`config.mk`:
```
export PLATFORM = sky130hd
export DESIGN_NAME = control_mode_config_select
export DESIGN_NICKNAME = d
export VERILOG_FILES = /design/src/rtl/mode_cfg_pkg.sv /design/src/rtl/control_mode_config_select.sv /design/src/rtl/serial_word_rx.sv
export SDC_FILE = /design/constraint.sdc
export NUM_CORES = 1
export LEC_CHECK = 0
export BUFFER_PORTS_ARGS = -buffer_cell sky130_fd_sc_hd__buf_4
export CORE_ASPECT_RATIO = 0.75
export CORE_MARGIN = 2
export CORE_UTILIZATION = 40
export CTS_BUF_LIST = sky130_fd_sc_hd__clkbuf_4 sky130_fd_sc_hd__clkbuf_8
export CTS_CLUSTER_DIAMETER = 60
export DETAILED_ROUTE_END_ITERATION = 8
export PLACE_DENSITY_LB_ADDON = 0.3
export SLEW_MARGIN = 25
export SYNTH_ARGS = -nofsm -noshare
export SYNTH_HDL_FRONTEND = slang
export SYNTH_SLANG_ARGS = --single-unit
```
`constraint.sdc`:
```
create_clock -name ref_clk -period 1.87 [get_ports ref_clk]
set_clock_uncertainty 0.1 [all_clocks]
set_input_delay 0.374 -clock ref_clk [delete_from_list [all_inputs] [get_ports ref_clk]]
set_output_delay 0.374 -clock ref_clk [all_outputs]
set_load 0.01 [all_outputs]
```
`src/rtl/mode_cfg_pkg.sv`:
```
package mode_cfg_pkg;

    // Register addresses of the serial map
    localparam logic [3:0] ADDR_OUTPUT_SETUP   = 4'h1;
    localparam logic [3:0] ADDR_I_OFFSET       = 4'h2;
    localparam logic [3:0] ADDR_I_FULL_SCALE   = 4'h3;
    localparam logic [3:0] ADDR_EXT_SETUP      = 4'h9;
    localparam logic [3:0] ADDR_Q_OFFSET       = 4'hA;
    localparam logic [3:0] ADDR_Q_FULL_SCALE   = 4'hB;
    localparam logic [3:0] ADDR_PHASE_FINE     = 4'hE;
    localparam logic [3:0] ADDR_PHASE_COARSE   = 4'hF;

    // Serial word layout
    localparam int          WORD_BITS   = 32;
    localparam int          HDR_BITS    = 12;
    localparam logic [11:0] WORD_HEADER = 12'h001;

    // Field positions in output_setup
    localparam int OSET_EDGE_DEMUX_BIT = 8;
    localparam int OSET_SWING_BIT      = 9;
    localparam int OSET_RATE_BIT       = 10;
    localparam int OSET_PHASE_BIT      = 11;
    localparam int OSET_SECOND_CLK_BIT = 13;

    // Field positions in extended_setup
    localparam int ESET_Q_INPUT_BIT    = 12;
    localparam int ESET_DES_BIT        = 13;
    localparam int ESET_TRIM_CLK_BIT   = 14;
    localparam int ESET_TEST_PAT_BIT   = 15;

    // Nine-bit code fields and the eight-bit fine phase field
    localparam int CODE_LSB            = 7;
    localparam int CODE_MSB            = 15;
    localparam int FINE_LSB            = 8;
    localparam int FINE_MSB            = 15;

    // Power-on values
    localparam logic [15:0] OUTPUT_SETUP_RST = 16'hB2FF;
    localparam logic [15:0] EXT_SETUP_RST    = 16'h007F;
    localparam logic [15:0] FULL_SCALE_RST   = 16'h807F;
    localparam logic [15:0] OFFSET_RST       = 16'h007F;
    localparam logic [15:0] PHASE_RST        = 16'h007F;
    localparam logic [8:0]  CODE_NOMINAL     = 9'h100;
    localparam logic [8:0]  CODE_ZERO        = 9'h000;
    localparam logic [7:0]  FINE_ZERO        = 8'h00;

endpackage : mode_cfg_pkg

```
`src/rtl/control_mode_config_select.sv`:
```
`timescale 1ns/1ps
// How it works
// - Primary mode pin low selects extended, register-driven control.
// - Primary floating and strap not low, floating range pin selects extended.
// - Rate select from edge pin, or output_setup bit 10 in extended.
// - DDR phase zero in normal mode, output_setup bit 11 in extended.
// - Normal SDR: edge pin high means rising edge, low falling.
// - Extended SDR edge comes from output_setup bit 8.
// - Swing from swing pin, or output_setup bit 9 in extended.
// - Normal mode: delay pin low short delay, high long delay.
// - Normal mode: range pin picks normal or reduced for both channels.
// - Extended: per-channel nine-bit full scale from registers 3 and B.
// - Offset zero in normal; extended nine-bit codes from 2 and A.
// - Dual-edge from floating delay pin, or extended_setup bit 13.
// - Dual-edge input: I only in normal, selectable in extended.
// - Test pattern only in extended mode with extended_setup bit 15.
// - Extended clock-always-on bit keeps data clock running.
// - Extended DDR: bit 8 high non-demux, low 1:2 demux.
// - Extended: second clock replaces over-range when bit 13 low.
// - Phase adjust only extended: coarse F[15:7], fine E[15:8].
// - Power-on register values give the documented extended defaults.
// - Full scale of both channels starts at nominal code.
// - Serial word: header 001h, 4-bit address, 16 data bits, MSB first.
// - Register contents have no effect in normal mode.
module control_mode_config_select (
    // Clock and reset
    input  wire logic        ref_clk,
    input  wire logic        srst,
    // Mode straps, each three-level pin as level plus float
    input  wire logic        mode_pin_level,
    input  wire logic        mode_pin_float,
    input  wire logic        strap_pin_level,
    input  wire logic        strap_pin_float,
    input  wire logic        range_pin_level,
    input  wire logic        range_pin_float,
    // Normal mode control pins
    input  wire logic        edge_select_pin,
    input  wire logic        edge_select_float,
    input  wire logic        swing_select_pin,
    input  wire logic        delay_pin_level,
    input  wire logic        delay_pin_float,
    // Serial interface
    input  wire logic        serial_clk,
    input  wire logic        serial_data,
    input  wire logic        serial_sel_n,
    // Mode status
    output logic             mode_valid_q,
    output logic             extended_mode_q,
    // Output clocking
    output logic             single_rate_q,
    output logic             ddr_phase_sel_q,
    output logic             sdr_rising_edge_q,
    output logic             non_demux_q,
    output logic             swing_normal_q,
    output logic             clock_always_on_q,
    output logic             second_clock_q,
    // Sampling
    output logic             cal_delay_long_q,
    output logic             dual_edge_en_q,
    output logic             dual_edge_q_input_q,
    output logic             test_pattern_q,
    // Analog trims
    output logic             range_reduced_q,
    output logic [8:0]       full_scale_i_q,
    output logic [8:0]       full_scale_q_q,
    output logic [8:0]       offset_i_q,
    output logic [8:0]       offset_q_q,
    output logic             phase_adjust_en_q,
    output logic [8:0]       phase_coarse_q,
    output logic [7:0]       phase_fine_q
);
    localparam int CL = mode_cfg_pkg::CODE_LSB;
    localparam int CM = mode_cfg_pkg::CODE_MSB;
    localparam int FL = mode_cfg_pkg::FINE_LSB;
    localparam int FM = mode_cfg_pkg::FINE_MSB;

    // Register bank
    logic [15:0] output_setup_q;
    logic [15:0] i_channel_offset_q;
    logic [15:0] i_channel_full_scale_q;
    logic [15:0] extended_setup_q;
    logic [15:0] q_channel_offset_q;
    logic [15:0] q_channel_full_scale_q;
    logic [15:0] sample_phase_fine_q;
    logic [15:0] sample_phase_coarse_mid_q;

    // Serial decode
    logic        rx_wr;
    logic [3:0]  rx_addr;
    logic [15:0] rx_data;
    wire         serial_en = mode_valid_q & extended_mode_q;

    serial_word_rx u_rx (
        .ref_clk      (ref_clk),
        .srst         (srst),
        .serial_clk   (serial_clk),
        .serial_data  (serial_data),
        .serial_sel_n (serial_sel_n),
        .enable       (serial_en),
        .wr_q         (rx_wr),
        .wr_addr_q    (rx_addr),
        .wr_data_q    (rx_data)
    );

    // Mode request from the straps
    wire strap_not_low = strap_pin_float | strap_pin_level;
    wire req_primary   = ~mode_pin_float & ~mode_pin_level;
    wire req_range     = mode_pin_float & strap_not_low
                       & range_pin_float;
    wire ext_request   = req_primary | req_range;

    // Straps are caught after release, never under reset
    always_ff @(posedge ref_clk) begin
        if (srst) begin
            mode_valid_q    <= 1'b0;
            extended_mode_q <= 1'b0;
        end else if (!mode_valid_q) begin
            mode_valid_q    <= 1'b1;
            extended_mode_q <= ext_request;
        end
    end

    // Writes land only in extended mode
    wire wr_ok   = rx_wr & serial_en;
    wire wr_oset = wr_ok & (rx_addr == mode_cfg_pkg::ADDR_OUTPUT_SETUP);
    wire wr_ioff = wr_ok & (rx_addr == mode_cfg_pkg::ADDR_I_OFFSET);
    wire wr_ifs  = wr_ok & (rx_addr == mode_cfg_pkg::ADDR_I_FULL_SCALE);
    wire wr_eset = wr_ok & (rx_addr == mode_cfg_pkg::ADDR_EXT_SETUP);
    wire wr_qoff = wr_ok & (rx_addr == mode_cfg_pkg::ADDR_Q_OFFSET);
    wire wr_qfs  = wr_ok & (rx_addr == mode_cfg_pkg::ADDR_Q_FULL_SCALE);
    wire wr_fine = wr_ok & (rx_addr == mode_cfg_pkg::ADDR_PHASE_FINE);
    wire wr_crs  = wr_ok & (rx_addr == mode_cfg_pkg::ADDR_PHASE_COARSE);

    always_ff @(posedge ref_clk) begin
        if (srst) begin
            output_setup_q            <= mode_cfg_pkg::OUTPUT_SETUP_RST;
            i_channel_offset_q        <= mode_cfg_pkg::OFFSET_RST;
            i_channel_full_scale_q    <= mode_cfg_pkg::FULL_SCALE_RST;
            extended_setup_q          <= mode_cfg_pkg::EXT_SETUP_RST;
            q_channel_offset_q        <= mode_cfg_pkg::OFFSET_RST;
            q_channel_full_scale_q    <= mode_cfg_pkg::FULL_SCALE_RST;
            sample_phase_fine_q       <= mode_cfg_pkg::PHASE_RST;
            sample_phase_coarse_mid_q <= mode_cfg_pkg::PHASE_RST;
        end else begin
            if (wr_oset) output_setup_q            <= rx_data;
            if (wr_ioff) i_channel_offset_q        <= rx_data;
            if (wr_ifs)  i_channel_full_scale_q    <= rx_data;
            if (wr_eset) extended_setup_q          <= rx_data;
            if (wr_qoff) q_channel_offset_q        <= rx_data;
            if (wr_qfs)  q_channel_full_scale_q    <= rx_data;
            if (wr_fine) sample_phase_fine_q       <= rx_data;
            if (wr_crs)  sample_phase_coarse_mid_q <= rx_data;
        end
    end

    // Register fields
    wire f_edge_demux = output_setup_q[mode_cfg_pkg::OSET_EDGE_DEMUX_BIT];
    wire f_swing      = output_setup_q[mode_cfg_pkg::OSET_SWING_BIT];
    wire f_rate       = output_setup_q[mode_cfg_pkg::OSET_RATE_BIT];
    wire f_phase      = output_setup_q[mode_cfg_pkg::OSET_PHASE_BIT];
    wire f_second_n   = output_setup_q[mode_cfg_pkg::OSET_SECOND_CLK_BIT];
    wire f_q_input    = extended_setup_q[mode_cfg_pkg::ESET_Q_INPUT_BIT];
    wire f_des        = extended_setup_q[mode_cfg_pkg::ESET_DES_BIT];
    wire f_trim_clk   = extended_setup_q[mode_cfg_pkg::ESET_TRIM_CLK_BIT];
    wire f_test       = extended_setup_q[mode_cfg_pkg::ESET_TEST_PAT_BIT];

    // Feature selection by the held mode
    wire ext = extended_mode_q;
    wire single_rate_d  = ext ? f_rate : ~edge_select_float;
    wire ddr_phase_d    = ext & f_phase;
    wire sdr_rising_d   = ext ? f_edge_demux
                              : edge_select_pin;
    // Edge bit doubles as demux choice only under DDR
    wire non_demux_d    = ext & ~f_rate & f_edge_demux;
    wire swing_d        = ext ? f_swing : swing_select_pin;
    wire clk_on_d       = ext & f_trim_clk;
    wire second_clk_d   = ext & ~f_second_n;
    // Extended delay has no control here, short is the default
    wire cal_long_d     = ~ext & ~delay_pin_float
                        & delay_pin_level;
    wire des_d          = ext ? f_des : delay_pin_float;
    wire des_q_d        = ext & f_des & f_q_input;
    wire test_d         = ext & f_test;
    wire reduced_d      = ~ext & ~range_pin_float
                        & ~range_pin_level;
    wire [8:0] fs_i_d   = ext ? i_channel_full_scale_q[CM:CL]
                              : mode_cfg_pkg::CODE_NOMINAL;
    wire [8:0] fs_q_d   = ext ? q_channel_full_scale_q[CM:CL]
                              : mode_cfg_pkg::CODE_NOMINAL;
    wire [8:0] off_i_d  = ext ? i_channel_offset_q[CM:CL]
                              : mode_cfg_pkg::CODE_ZERO;
    wire [8:0] off_q_d  = ext ? q_channel_offset_q[CM:CL]
                              : mode_cfg_pkg::CODE_ZERO;
    wire [8:0] crs_d    = ext ? sample_phase_coarse_mid_q[CM:CL]
                              : mode_cfg_pkg::CODE_ZERO;
    wire [7:0] fine_d   = ext ? sample_phase_fine_q[FM:FL]
                              : mode_cfg_pkg::FINE_ZERO;

    always_ff @(posedge ref_clk) begin
        if (srst) begin
            single_rate_q       <= 1'b0;
            ddr_phase_sel_q     <= 1'b0;
            sdr_rising_edge_q   <= 1'b0;
            non_demux_q         <= 1'b0;
            swing_normal_q      <= 1'b1;
            clock_always_on_q   <= 1'b0;
            second_clock_q      <= 1'b0;
            cal_delay_long_q    <= 1'b0;
            dual_edge_en_q      <= 1'b0;
            dual_edge_q_input_q <= 1'b0;
            test_pattern_q      <= 1'b0;
            range_reduced_q     <= 1'b0;
            full_scale_i_q      <= mode_cfg_pkg::CODE_NOMINAL;
            full_scale_q_q      <= mode_cfg_pkg::CODE_NOMINAL;
            offset_i_q          <= mode_cfg_pkg::CODE_ZERO;
            offset_q_q          <= mode_cfg_pkg::CODE_ZERO;
            phase_adjust_en_q   <= 1'b0;
            phase_coarse_q      <= mode_cfg_pkg::CODE_ZERO;
            phase_fine_q        <= mode_cfg_pkg::FINE_ZERO;
        end else if (mode_valid_q) begin
            single_rate_q       <= single_rate_d;
            ddr_phase_sel_q     <= ddr_phase_d;
            sdr_rising_edge_q   <= sdr_rising_d;
            non_demux_q         <= non_demux_d;
            swing_normal_q      <= swing_d;
            clock_always_on_q   <= clk_on_d;
            second_clock_q      <= second_clk_d;
            cal_delay_long_q    <= cal_long_d;
            dual_edge_en_q      <= des_d;
            dual_edge_q_input_q <= des_q_d;
            test_pattern_q      <= test_d;
            range_reduced_q     <= reduced_d;
            full_scale_i_q      <= fs_i_d;
            full_scale_q_q      <= fs_q_d;
            offset_i_q          <= off_i_d;
            offset_q_q          <= off_q_d;
            phase_adjust_en_q   <= ext;
            phase_coarse_q      <= crs_d;
            phase_fine_q        <= fine_d;
        end
    end
endmodule : control_mode_config_select

```
`src/rtl/serial_word_rx.sv`:
```
`timescale 1ns/1ps
module serial_word_rx (
    // Clock and reset
    input  wire logic        ref_clk,
    input  wire logic        srst,
    // Serial pins, already synchronous to ref_clk
    input  wire logic        serial_clk,
    input  wire logic        serial_data,
    input  wire logic        serial_sel_n,
    input  wire logic        enable,
    // Decoded write
    output logic             wr_q,
    output logic [3:0]       wr_addr_q,
    output logic [15:0]      wr_data_q
);
    logic        sclk_q;
    logic [4:0]  count_q;
    logic [30:0] shift_q;
    wire         rise       = serial_clk & ~sclk_q & ~serial_sel_n & enable;
    wire         last_bit   = (count_q == 5'(mode_cfg_pkg::WORD_BITS - 1));
    wire  [31:0] word       = {shift_q, serial_data};
    wire         header_ok  =
        (word[31:32-mode_cfg_pkg::HDR_BITS] == mode_cfg_pkg::WORD_HEADER);

    always_ff @(posedge ref_clk) begin
        if (srst) begin
            sclk_q  <= 1'b0;
            count_q <= 5'h00;
            shift_q <= 31'h0;
        end else begin
            sclk_q <= serial_clk;
            // Deselect aborts a partial word
            if (serial_sel_n || !enable) begin
                count_q <= 5'h00;
            end else if (rise) begin
                // Wraps to zero so the next word starts at once
                count_q <= count_q + 5'h01;
                shift_q <= {shift_q[29:0], serial_data};
            end
        end
    end

    always_ff @(posedge ref_clk) begin
        if (srst) begin
            wr_q      <= 1'b0;
            wr_addr_q <= 4'h0;
            wr_data_q <= 16'h0000;
        end else begin
            wr_q <= rise & last_bit & header_ok;
            if (rise && last_bit) begin
                wr_addr_q <= word[19:16];
                wr_data_q <= word[15:0];
            end
        end
    end

endmodule : serial_word_rx

```
# Word level (Yosys, flattened, before mapping)
# Cells that the tools add are included.
dict set report word_totals {
  register_bits 252
  inputBits 16
  out_inout_bits 68
  word_cells 106
}
dict set report op_classes {
  addsub 1
  eq_ne 10
  n_mux 11
  bitwise_logic 44
  reduce_logical 5
}
# op n
set ops {}
lappend ops {{2-to-1 mux 9 bit} 5}
lappend ops {{bitwise AND 1 bit} 30}
lappend ops {{== test 4 bit, second input constant} 5}
lappend ops {{== test 12 x 1 -> 1 bit, second input constant} 1}
lappend ops {{NOT 1 bit} 12}
lappend ops {{== test 4 x 2 -> 1 bit, second input constant} 2}
lappend ops {{2-to-1 mux 8 bit} 1}
lappend ops {{adder 5 x 1 -> 5 bit, second input constant} 1}
lappend ops {{== test 5 bit, second input constant} 1}
lappend ops {{2-to-1 mux 1 bit} 5}
lappend ops {{== test 4 x 1 -> 1 bit, second input constant} 1}
lappend ops {{bitwise OR 1 bit} 2}
lappend ops {{AND reduction 2 bit} 1}
lappend ops {{OR reduction 2 bit} 1}
lappend ops {{logical AND 1 bit} 1}
lappend ops {{logical NOT 1 bit} 1}
lappend ops {{logical OR 1 bit} 1}

# Logic depth before layout (Yosys ltp)
# Gate-level depths: netlist of the first run.
dict set report logic_depth {
  ltp_word 6
  depth_mapped 7
  mapped_depth_nobuf 5
}

# By module
# From an unflattened synthesis of the first run, not the netlist that was laid out.
dict set report hier_totals {
  hier_cells 735
  hier_area_um2 6934.2
}
# mod n_inst cells_each area_per_inst_um2 seq_area_each_um2
set modules_own_cells {}
lappend modules_own_cells {control_mode_config_select 1 471 4743.3 2602.5}
lappend modules_own_cells {serial_word_rx 1 264 2190.9 1161.1}

# Worst setup path after synthesis of the first run
# OpenSTA, ideal clock, no wires.
dict set report synth_path {
  path_type {reg2reg}
  start {register extended_mode_q}
  end {register q_channel_offset_q[10]}
  setup_time_ns 0.126
  arrival_ns 1.514
  t_required_ns 1.644
  path_slack_ns 0.131
  path_stages_with_launch 7
  path_buffers 3
  period_less_slack_ns 1.739
  cell_sequence {dfxtp_1 buf_6 nand2_2 buf_6 or4b_4 buf_6 mux2i_1}
}
dict set report synth_between {
  elab_chain_cells 3
}
# element line
set synth_lines {}
lappend synth_lines {{start: declaration} control_mode_config_select.sv:48} ;# output logic extended_mode_q,
lappend synth_lines {{start signal: assignment} control_mode_config_select.sv:119} ;# extended_mode_q <= ext_request;
lappend synth_lines {{bitwise AND 1 bit} control_mode_config_select.sv:91} ;# wire serial_en = mode_valid_q & extended_mode_q;
lappend synth_lines {{bitwise AND 1 bit} control_mode_config_select.sv:124} ;# wire wr_ok = rx_wr & serial_en;
lappend synth_lines {{bitwise AND 1 bit} control_mode_config_select.sv:129} ;# wire wr_qoff = wr_ok & (rx_addr == mode_cfg_pkg::ADDR_Q_OFFSET);
lappend synth_lines {{end signal: assignment} control_mode_config_select.sv:140} ;# q_channel_offset_q <= mode_cfg_pkg::OFFSET_RST;
lappend synth_lines {{end signal: assignment} control_mode_config_select.sv:149} ;# if (wr_qoff) q_channel_offset_q <= rx_data;
lappend synth_lines {{end: declaration} control_mode_config_select.sv:82} ;# logic [15:0] q_channel_offset_q;
# Every way passes these cells.
# A chain may end at the register's enable or synchronous reset.

# Worst setup path after layout of the first run
dict set report layout_path {
  start {register u_rx.count_q[1]}
  end {register u_rx.wr_q}
}
dict set report layout_between {
  elab_chain_cells 3
}
# element line
set layout_lines {}
lappend layout_lines {{start: declaration} serial_word_rx.sv:17} ;# logic [4:0] count_q;
lappend layout_lines {{start signal: assignment} serial_word_rx.sv:37} ;# count_q <= count_q + 5'h01;
lappend layout_lines {{== test 5 bit} serial_word_rx.sv:20} ;# wire last_bit = (count_q == 5'(mode_cfg_pkg::WORD_BITS - 1));
lappend layout_lines {{bitwise AND 1 bit (2 in series)} serial_word_rx.sv:49} ;# wr_q <= rise & last_bit & header_ok;
lappend layout_lines {{end signal: assignment} serial_word_rx.sv:49}
lappend layout_lines {{end: declaration} serial_word_rx.sv:12} ;# output logic wr_q,
# Every way passes these cells.

==> out/qor.yml, run 1 <==
status: "complete, no violations"
cts_tree: "built"
drive_gt1_share_pct: 19.5
synth_top_area_cell: "dfxtp_1"
drv_slew: 0
end_kind: "register"
synth_top_area_share_pct: 55.9
vias_per_cell: 5.04
regMostFlops: "u_rx.shift_q"
cp_data_required_time_ns: 2.14
fin_nets: 726
gp_congestion: 0.763
worst_pin_slew_ns: 0.523
htree_levels: 4
port-buffer-count: 83
relSlewSlack_pct: 65.1
whs_ns: 0.0531
regArea_um2: 3620
clockBufferDepth: 2
yosys_warnings: 0
holdPathStages: 2
rsz0062_at_grt: "false"
startpoint_type: "register"
clk_latency_ns: 0.45
fillers: 1474
synth_area_leaders: "dfxtp_1 56%, mux2i_1 17%, nand2_1 6.3%"
io_pins: 84
synth_area_um2: 6480
seq_area_frac_synth_pct: 55.9
multi_input_area_um2: 2640
synth_edf_count: 0
vdd_drop_max_v: 0.000468
period_share_pct: 93.9
fp-row-count: 40
grt-ovfl-total: 0
wl_per_cell_um: 15.9
totalPowerFinal_mw: 7.08
ys_top_cells_by_count: "181 x dfxtp_1, 111 x mux2i_1, 109 x nand2_1, 74 x nor2_1, 54 x a22oi_1"
hold_violations: 0
wirelength_um: 14800
max_freq_ghz: 0.569
clk_pin_slew_worst_paths_ns: 0.09
largest_reg_flops: 31
rr_worst_depth: 5
syn_to_final_growth_pct: 20.3
placed_cell_area_um2: 7310
die_h_um: 114
period_minus_slack_ns: 1.76
ys_seq_elements: 181
die_w_um: 151
maxCapViolations: 0
syn_nets: 656
arrival_ns: 2.03
diodes: 0
hold_class: "primary input to register"
antenna_found_initial: 0
cts.sinks: 181
final.setup.tns_ns: 0
grt_pass1_vias: 4414
track_usage_pct: 17.5
path_common_cell: "ha_1"
ys.flop_type: "dfxtp_1"
drtIter0Drc: 267
coreArea_um2: 15900
ant_nets: 0
first_pass_iters: 4
grt_pass1_wl_um: 23300
slowest_delay_ns: 0.50
hpwl_um: 10100
num_vias: 4684
stdcell_area_um2: 7790
grt_max_degree: 75
post-cts-setup-buffers: 0
yosysMostFrequentCell: "dfxtp_1"
cp_slowest_cell: "or4b_4"
leakagePower_nw: 3.31
crit_chain: "ha_1 > and3_1 > ha_1 > or4b_4 > nor3_1"
p_per_area_nw_per_um2: 909
cts-buffers-inserted: 17
synthDistinctLibCells: 43
path_class: "register to register"
synth.avg_cell_area_um2: 10.2
async_reset_ff_share_pct: 0
cts-root-buf: "clkbuf_8"
die_area_um2: 17200
synth_cells: 638
worstPathMaxFanout: 3
initial_core_util_pct: 40.7
drc_errors: 0
setup_viol: 0
==> worst max-delay path: cells and delay by family, from the launching register on <==
family	cells	cell delay, ns
fa+ha+maj	2	0.34
flops	1	0.36
simple gates	3	0.88
==> cells in the final DEF (no fill, tap or decap), types with 3 or more instances in the layout <==
cell and n:
a21oi_1 6, a22oi_1 54, buf_12 4, buf_4 95, bufinv_16 4, clkbuf_8 22
dfxtp_1 180, mux2i_1 111, nand2_1 109, nand3b_1 3, nor2_1 74, nor3_1 3
or3_1 7
==> report_power, final <==
group / total (mW) / leakage [nW] / switching [mW] / internal, mW
registers: 3.87 / 1.46 / 0.00898 / 3.86
clock network: 2.97 / 0.224 / 1.33 / 1.64
logic: 0.242 / 1.63 / 0.157 / 0.0847
total: 7.08 / 3.31 / 1.50 / 5.59
==> worst paths after layout <==
kind	start	to	slack, ns
worst min register to register	q_channel_offset_q[11]$_SDFFE_PP0P_	q_channel_offset_q[11]$_SDFFE_PP0P_	0.37
worst min-delay path	serial_clk	u_rx.sclk_q$_SDFF_PP0_	0.05
worst max register to register	u_rx.count_q[1]$_SDFFE_PP0P_	u_rx.wr_q$_SDFF_PP0_	0.11
worst max-delay path	u_rx.count_q[1]$_SDFFE_PP0P_	u_rx.wr_q$_SDFF_PP0_	0.11
==> logic make-up after synthesis <==
group	count (synthesis)	synth area share (%)
fa+ha+maj	2	0.386
simple gates	219	14.6
flops	181	55.9
mux	111	17.1
buf+inv	52	3.71
xor+xnor	2	0.270
compound gates	71	8.00
==> routing by layer <==
metal	track usage [%]	up-vias	wire length, µm
met5	0	-	0
met4	5.05	0	129
met3	4.46	11	740
met2	26.5	86	6560
met1	24.8	2255	7330
li1	-	2332	-
==> what timing repair did <==
item / CTS / global route
hold buffers: 0 / 0
gates resized for setup: 0 / 7
setup endpoints to repair: 0 / 13
==> through the flow <==
stage	util (%)	instances	worst slack, ns
floorplan	-	638	0.131
global placement	45.9	898	0.0925
detailed placement	45.9	898	0.0333
CTS	48.8	928	0.0580
global route	49.0	929	0.0117
finish	49.0	929	0.114
==> layout make-up <==
type,count,area share (%)
Multi-Input combinational cell,405,33.8
Sequential cell,181,46.5
Inverter,3,0.145
Clock inverter,7,1.85
Tap cell,210,3.37
Timing Repair Buffer,100,10.3
Clock buffer,23,3.98
Note: power is estimated with default switching activity, not from simulation.
==> inputs of run 2 (changes only) <==
--- a/config.mk
+++ b/config.mk
@@ -5,6 +5,7 @@
 export SDC_FILE = /design/constraint.sdc
 export NUM_CORES = 1
 export LEC_CHECK = 0
+export ABC_AREA = 1
 export BUFFER_PORTS_ARGS = -buffer_cell sky130_fd_sc_hd__buf_4
 export CORE_ASPECT_RATIO = 0.75
 export CORE_MARGIN = 2
==> run 2 against run 1 <==
- synthesized cell count increased by 44%
- fmax increased by 5.6%
- global-route usage increased by 0.92 points
- first-iteration DRC count increased by 49%
- sequential share of layout area decreased by 1.9 points
- worst setup slack improved by 0.094 ns
- sequential cell count unchanged
- critical endpoint is now sample_phase_fine_q[11]$_SDFFE_PP0P_
- highest routed layer unchanged
==> out/qor.yml, run 2 <==
synth.avg_cell_area_um2: 7.42  # -27%
async_reset_ff_share_pct: 0  # unchanged
startpoint_type: "register"
initial_core_util_pct: 40.7  # -0.057 points
rrSetupSlack_ns: 0.21  # +0.09 ns
clk_pin_slew_worst_paths_ns: 0.09  # about the same
relSlewSlack_pct: 58.8  # -6.3 points
leakagePower_nw: 3.17  # -4.3%
vias_per_cell: 4.76  # -5.6%
p_switching_mw: 1.59  # +6.1%
period_share_pct: 88.9  # -5.0 points
synth_area_um2: 6820  # +5.3%
final_cells: 1226  # +32%
cp_data_required_time_ns: 2.09  # -0.05 ns
swShare_pct: 23.1  # +1.9 points
die_w_um: 155  # +2.5%
die_area_um2: 18100  # +5.1%
track_usage_pct: 18.4  # +0.92 points
clockBufferDepth: 2  # unchanged
ys.flop_type: "dfxtp_1"
min_to: "u_rx.sclk_q$_SDFF_PP0_"
synth_top_area_cell: "dfxtp_1"
max_freq_ghz: 0.601  # +5.6%
ys_seq_elements: 181  # unchanged
syn_to_final_growth_pct: 19.0
rsz0062_at_grt: "false"
ant_nets: 0  # unchanged
crit_chain: "nand2_4 > nor2_4 > buf_4 > nand2_1 > nand2_1 > a21oi_1"
drive_gt1_share_pct: 15.3  # -4.1 points
power_frac_clock_pct: 39.3  # -2.6 points
grt_max_degree: 60  # -20%
internal-power_mw: 5.29  # -5.3%
cts-buffers-inserted: 17  # unchanged
grt_pass1_vias: 5299  # +20%
path_class: "register to register"
cts.sinks: 181  # unchanged
first_pass_iters: 5  # +1
synth_cells: 919  # +44%
period_minus_slack_ns: 1.66  # -0.0938 ns
cts-root-buf: "clkbuf_8"
p_per_area_nw_per_um2: 848  # -6.8%
seq_area_frac_synth_pct: 53.1  # -2.8 points
drv_slew: 0  # unchanged
arrival_ns: 1.88  # -0.15 ns
rr_endpoint: "sample_phase_fine_q[11]$_SDFFE_PP0P_"
ys_top_cells_by_count: "231 x nand2_1, 191 x nor2_1, 181 x dfxtp_1, 83 x nand3_1, 79 x a21oi_1"
drc_errors: 0  # unchanged
min-delay-start: "serial_clk"
port-buffer-count: 83  # unchanged
io_pins: 84  # unchanged
largest_reg_flops: 31  # unchanged
clk_latency_ns: 0.46  # about the same
slowest_delay_ns: 0.43  # -0.07 ns
final.setup.tns_ns: 0  # unchanged
worstReg2RegStart: "extended_mode_q$_SDFFE_PP0N_"
synth_edf_count: 0  # unchanged
status: "complete, no violations"
hpwl_um: 10700  # +6.5%
worstPathMaxFanout: 15  # +12
coreArea_um2: 16800  # +5.4%
grt_pass1_wl_um: 26600  # +14%
path_common_cell: "nand2_1"
synthDistinctLibCells: 25  # -42%
layout_commonest_cell: "nand2_1"
fin_nets: 1016  # +40%
maxCapViolations: 0  # unchanged
grt-ovfl-total: 0  # unchanged
setup_viol: 0  # unchanged
drtIter0Drc: 398  # +49%
synth_top_area_share_pct: 53.1  # -2.8 points
diodes: 0  # unchanged
syn_nets: 937  # +43%
rr_worst_depth: 6  # +1
p_comb_share_pct: 4.2  # +0.8 points
yosysMostFrequentCell: "nand2_1"
yosys_warnings: 0  # unchanged
die_h_um: 117  # +2.5%
gp_congestion: 0.829  # +8.7%
fp-row-count: 41  # +2.5%
vdd_drop_max_v: 0.000463  # -1.2%
holdPathStages: 3  # +1
final_cell_mix: "231 x nand2_1, 191 x nor2_1, 181 x dfxtp_1"
htree_levels: 4  # unchanged
dp.cells: 1193  # +33%
hold_class: "primary input to register"
cp_slowest_cell: "dfxtp_1"
end_kind: "register"
cts_tree: "built"
wirelength_um: 15800  # +6.8%
synth_area_leaders: "dfxtp_1 53%, nand2_1 13%, nor2_1 11%"
regMostFlops: "u_rx.shift_q"
wl_per_cell_um: 12.9  # -19%
power_frac_seq_pct: 56.5  # +1.9 points
hold_violations: 0  # unchanged
worst_pin_slew_ns: 0.617  # +0.0940 ns
num_vias: 5837  # +25%
antenna_found_initial: 0  # unchanged
-- run 2: worst max path at each step --
stage / startpoint / endpoint / slack [ns] / depth (start not counted)
2_1_floorplan: u_rx.count_q[0]$_SDFFE_PP0P_ / u_rx.wr_data_q[10]$_SDFFE_PP0P_ / 0.31 / 8
3_3_place_gp: u_rx.count_q[0]$_SDFFE_PP0P_ / u_rx.wr_data_q[15]$_SDFFE_PP0P_ / 0.23 / 7
3_5_place_dp: u_rx.count_q[0]$_SDFFE_PP0P_ / u_rx.wr_addr_q[3]$_SDFFE_PP0P_ / 0.22 / 7
4_1_cts: u_rx.count_q[0]$_SDFFE_PP0P_ / u_rx.wr_addr_q[3]$_SDFFE_PP0P_ / 0.18 / 7
5_1_grt: extended_mode_q$_SDFFE_PP0N_ / sample_phase_coarse_mid_q[9]$_SDFFE_PP0P_ / 0.05 / 6
6_report: extended_mode_q$_SDFFE_PP0N_ / sample_phase_fine_q[11]$_SDFFE_PP0P_ / 0.21 / 6
-- run 2: per-stage QoR --
step	utilization [%]	instance area, µm²	power [mW]	hold WS (ns)	worst slack (ns)
after global placement	45.9	7690	4.27	0.350	0.234
after detailed placement	45.9	7690	4.27	0.355	0.216
final	48.4	8120	6.88	0.0448	0.207
after global routing	48.4	8120	7.16	0.0264	0.0463
after CTS	48.3	8110	6.95	0.0189	0.183
after floorplan	-	6820	4.16	0.329	0.310
-- run 2: area by class of cell --
class,instances,area (µm²)
Clock inverter,10,123
Fill cell,1689,8660
Timing Repair Buffer,108,863
Sequential cell,181,3620
Multi-Input combinational cell,648,2800
Clock buffer,22,284
Tap cell,215,269
Inverter,42,158
-- run 2: cell families (layout without fill, tap and decap cells) --
logic type                 after synthesis  in the layout  share of synthesized area, %
adders and majority gates                2              2                         0.367
DFF                                    181            181                          53.1
buffers and inverters                   90            182                          5.96
xor gates and xnor gates                 1              1                         0.128
AOI/OAI and AO/OA                      121            121                          9.01
and+or+nand+nor                        524            524                          31.4
-- run 2: timing repair --
item,CTS,global route
endpoints found under the hold margin,1,0
hold buffers,1,0
gates resized for setup,0,1
endpoints found under the setup margin,0,2
buffers inserted,0,0
-- run 2: metal layers --
layer  global-route usage (%)  routed length (µm)
met1                     27.1                8550
met2                     26.6                6180
met3                     5.04                 844
met4                     5.19                 185
met5                        0                   0
-- run 2: critical path: cells and delay by family, from the launching register on --
family / cells / cell delay [ns]
flops: 1 / 0.43
compound gates: 1 / 0.06
simple gates: 4 / 0.69
buf+inv: 1 / 0.24
-- run 2: power groups by stage --
| stage | Combinational, mW | Sequential (mW) | Clock, mW |
|---|---|---|---|
| after floorplan | 0.177 | 3.98 | 0 |
| after global placement | 0.285 | 3.98 | 0 |
| after detailed placement | 0.284 | 3.98 | 0 |
| after CTS | 0.287 | 3.89 | 2.77 |
| after global routing | 0.322 | 3.90 | 2.95 |
| final | 0.286 | 3.89 | 2.70 |
==> inputs of run 3 (changes only) <==
--- a/config.mk
+++ b/config.mk
@@ -12,6 +12,7 @@
 export CORE_UTILIZATION = 40
 export CTS_BUF_LIST = sky130_fd_sc_hd__clkbuf_4 sky130_fd_sc_hd__clkbuf_8
 export CTS_CLUSTER_DIAMETER = 60
+export CTS_CLUSTER_SIZE = 20
 export DETAILED_ROUTE_END_ITERATION = 8
 export PLACE_DENSITY_LB_ADDON = 0.3
 export SLEW_MARGIN = 25
==> constraint.sdc (replaced) <==
create_clock -name ref_clk -period 1.6 [get_ports ref_clk]
set_clock_uncertainty 0.1 [all_clocks]
set_input_delay 0.32 -clock ref_clk [delete_from_list [all_inputs] [get_ports ref_clk]]
set_output_delay 0.32 -clock ref_clk [all_outputs]
set_load 0.01 [all_outputs]
==> run 3 against run 2 <==
- register-to-register slack worse by 0.08 ns
- via count rose by 3.2%
- non-clock buffer count is 12 higher
- highest routed layer unchanged
- hold slack worse by 0.022 ns
- core utilization up 1.6 points
- combinational power up 29%
- global-route usage about the same
- clock power increased by 20%
- final cell count rose by 1.1%
- first-iteration DRC count increased by 23%
==> out/qor.yml, run 3 (synthesized netlist as in run 2, its figures left out) <==
drtIter0Drc: 488  # +23%
drv_slew: 0  # unchanged
layout_commonest_cell: "nand2_1"
initial_core_util_pct: 40.7  # unchanged
clockBufferDepth: 2  # unchanged
clk_latency_ns: 0.46  # about the same
drc_errors: 0  # unchanged
rr_endpoint: "u_rx.wr_addr_q[2]$_SDFFE_PP0P_"
worstPathMaxFanout: 7  # -8
swShare_pct: 24.0  # +0.88 points
end_kind: "primary output"
holdPathStages: 3  # unchanged
rr_worst_depth: 8  # +2
power_frac_clock_pct: 39.8  # +0.5 points
crit_chain: "buf_4 > buf_4"
ant_nets: 0  # unchanged
largest_reg_flops: 31  # unchanged
diodes: 0  # unchanged
die_w_um: 155  # unchanged
slowest_delay_ns: 0.37  # -0.06 ns
regMostFlops: "u_rx.shift_q"
hpwl_um: 10900  # +1.9%
grt_pass1_wl_um: 26600  # -0.16%
hold_class: "primary input to register"
cp_slowest_cell: "dfxtp_4"
p_switching_mw: 1.96  # +23%
grt-ovfl-total: 0  # unchanged
vias_per_cell: 4.86  # +2.0%
worst_pin_slew_ns: 0.338  # -0.279 ns
antenna_found_initial: 0  # unchanged
num_vias: 6022  # +3.2%
vdd_drop_max_v: 0.000523  # +13%
cts-buffers-inserted: 17  # unchanged
htree_levels: 4  # unchanged
port-buffer-count: 83  # unchanged
first_pass_iters: 6  # +1
io_pins: 84  # unchanged
fp-row-count: 41  # unchanged
cts-root-buf: "clkbuf_8"
placed_cell_area_um2: 7800  # +1.4%
power_frac_seq_pct: 55.7  # -0.8 points
period_minus_slack_ns: 1.57
stdcell_area_um2: 8390  # +3.4%
cts_tree: "built"
leakagePower_nw: 3.24  # +2.4%
cp_data_required_time_ns: 1.18  # -0.91 ns
p_per_area_nw_per_um2: 973  # +15%
totalPowerFinal_mw: 8.17  # +19%
wirelength_um: 16400  # +4.1%
setup_viol: 0  # unchanged
final_cell_mix: "228 x nand2_1, 186 x nor2_1, 177 x dfxtp_1"
track_usage_pct: 18.5  # about the same
period_share_pct: 97.9
drive_gt1_share_pct: 17.7  # +2.3 points
arrival_ns: 1.15  # -0.73 ns
grt_pass1_vias: 5277  # -0.42%
internal-power_mw: 6.21  # +17%
hold_violations: 0  # unchanged
p_comb_share_pct: 4.5  # +0.3 points
worstReg2RegStart: "u_rx.count_q[1]$_SDFFE_PP0P_"
cts.sinks: 181  # unchanged
final.setup.tns_ns: 0  # unchanged
die_h_um: 117  # unchanged
finalCoreUtilization_pct: 50.0  # +1.6 points
path_common_cell: "buf_4"
rrSetupSlack_ns: 0.13  # -0.08 ns
maxCapViolations: 0  # unchanged
path_class: "register to primary output"
min-delay-start: "serial_data"
fin_nets: 1030  # +1.4%
clk_pin_slew_worst_paths_ns: 0.09  # about the same
gp_congestion: 0.873  # +5.3%
grt_max_degree: 44  # -27%
wl_per_cell_um: 13.2  # +3.0%
status: "complete, no violations"
coreArea_um2: 16800  # unchanged
die_area_um2: 18100  # unchanged
min_to: "u_rx.shift_q[0]$_SDFFE_PP0P_"
max_freq_ghz: 0.639
post-cts-setup-buffers: 0  # unchanged
relSlewSlack_pct: 77.4  # +19 points
startpoint_type: "register"
syn_to_final_growth_pct: 23.1
==> run 3: cell count changes in the layout (fill, tap and decap cells not counted), sizes merged <==
cell / before / now
buf: 107 / 116
clkbuf: 22 / 20
clkinv: 3 / 4
dlygate4sd3: 1 / 4
inv: 44 / 45
nand3: 84 / 85
nor2: 200 / 201
==> run 3: area by class of cell <==
cell class | instances | area [µm²]
clock inverters | 12 | 144
well taps | 215 | 269
repair buffers | 120 | 1010
inverters | 42 | 158
flip-flops and latches | 181 | 3630
multi-input cells | 650 | 2900
clock buffers | 20 | 275
fillers | 1687 | 8380
==> run 3: layer usage <==
layer  part of all wire, %  track usage [%]  up-vias
met3                   5.3             4.05       20
met4                   1.1             5.56        0
li1                      -                -     3121
met5                     0                0        -
met1                    53             27.6     2719
met2                    41             26.6      162
==> run 3: power by group through the flow <==
| stage | logic [mW] | clock network, mW | registers [mW] |
|---|---|---|---|
| after floorplan | 0.207 | 0 | 4.66 |
| after global placement | 0.353 | 0 | 4.65 |
| after detailed placement | 0.354 | 0 | 4.65 |
| after CTS | 0.364 | 3.32 | 4.55 |
| after global routing | 0.409 | 3.54 | 4.55 |
| final | 0.368 | 3.25 | 4.55 |
==> run 3: how the worst max path moves through the flow <==
stage	from	endpoint	slack (ns)	depth (start not counted)
2_1_floorplan	u_rx.count_q[0]$_SDFFE_PP0P_	u_rx.wr_data_q[10]$_SDFFE_PP0P_	0.04	8
3_3_place_gp	u_rx.count_q[0]$_SDFFE_PP0P_	u_rx.wr_addr_q[2]$_SDFFE_PP0P_	0.05	8
3_5_place_dp	u_rx.count_q[0]$_SDFFE_PP0P_	u_rx.wr_data_q[15]$_SDFFE_PP0P_	0.01	7
4_1_cts	extended_mode_q$_SDFFE_PP0N_	extended_mode_q	0.01	2
5_1_grt	serial_clk	u_rx.shift_q[19]$_SDFFE_PP0P_	-0.006	8
6_report	mode_valid_q$_DFF_P_	mode_valid_q	0.03	2
==> run 3: metrics by stage <==
step	std cells	hold WS (ns)	worst slack, ns
4_1_cts	1237	0.00566	0.0134
3_5_place_dp	1201	0.343	0.0121
5_1_grt	1240	0.0245	-0.00603
6_report	1240	0.0230	0.0344
3_3_place_gp	1201	0.347	0.0498
2_1_floorplan	919	0.329	0.0401
==> run 3: critical path: cells and delay by family (launching register included) <==
family	cells	cell delay (ns)
flops	1	0.37
buf+inv	2	0.32
==> run 3: timing repair <==
| action | CTS | global route |
|---|---|---|
| resized for setup | 2 | 26 |
| setup endpoints to repair | 5 | 89 |
| pin swaps | 0 | 6 |
| hold endpoints to repair | 3 | 0 |
| cloned | 0 | 3 |
| hold buffers | 4 | 0 |
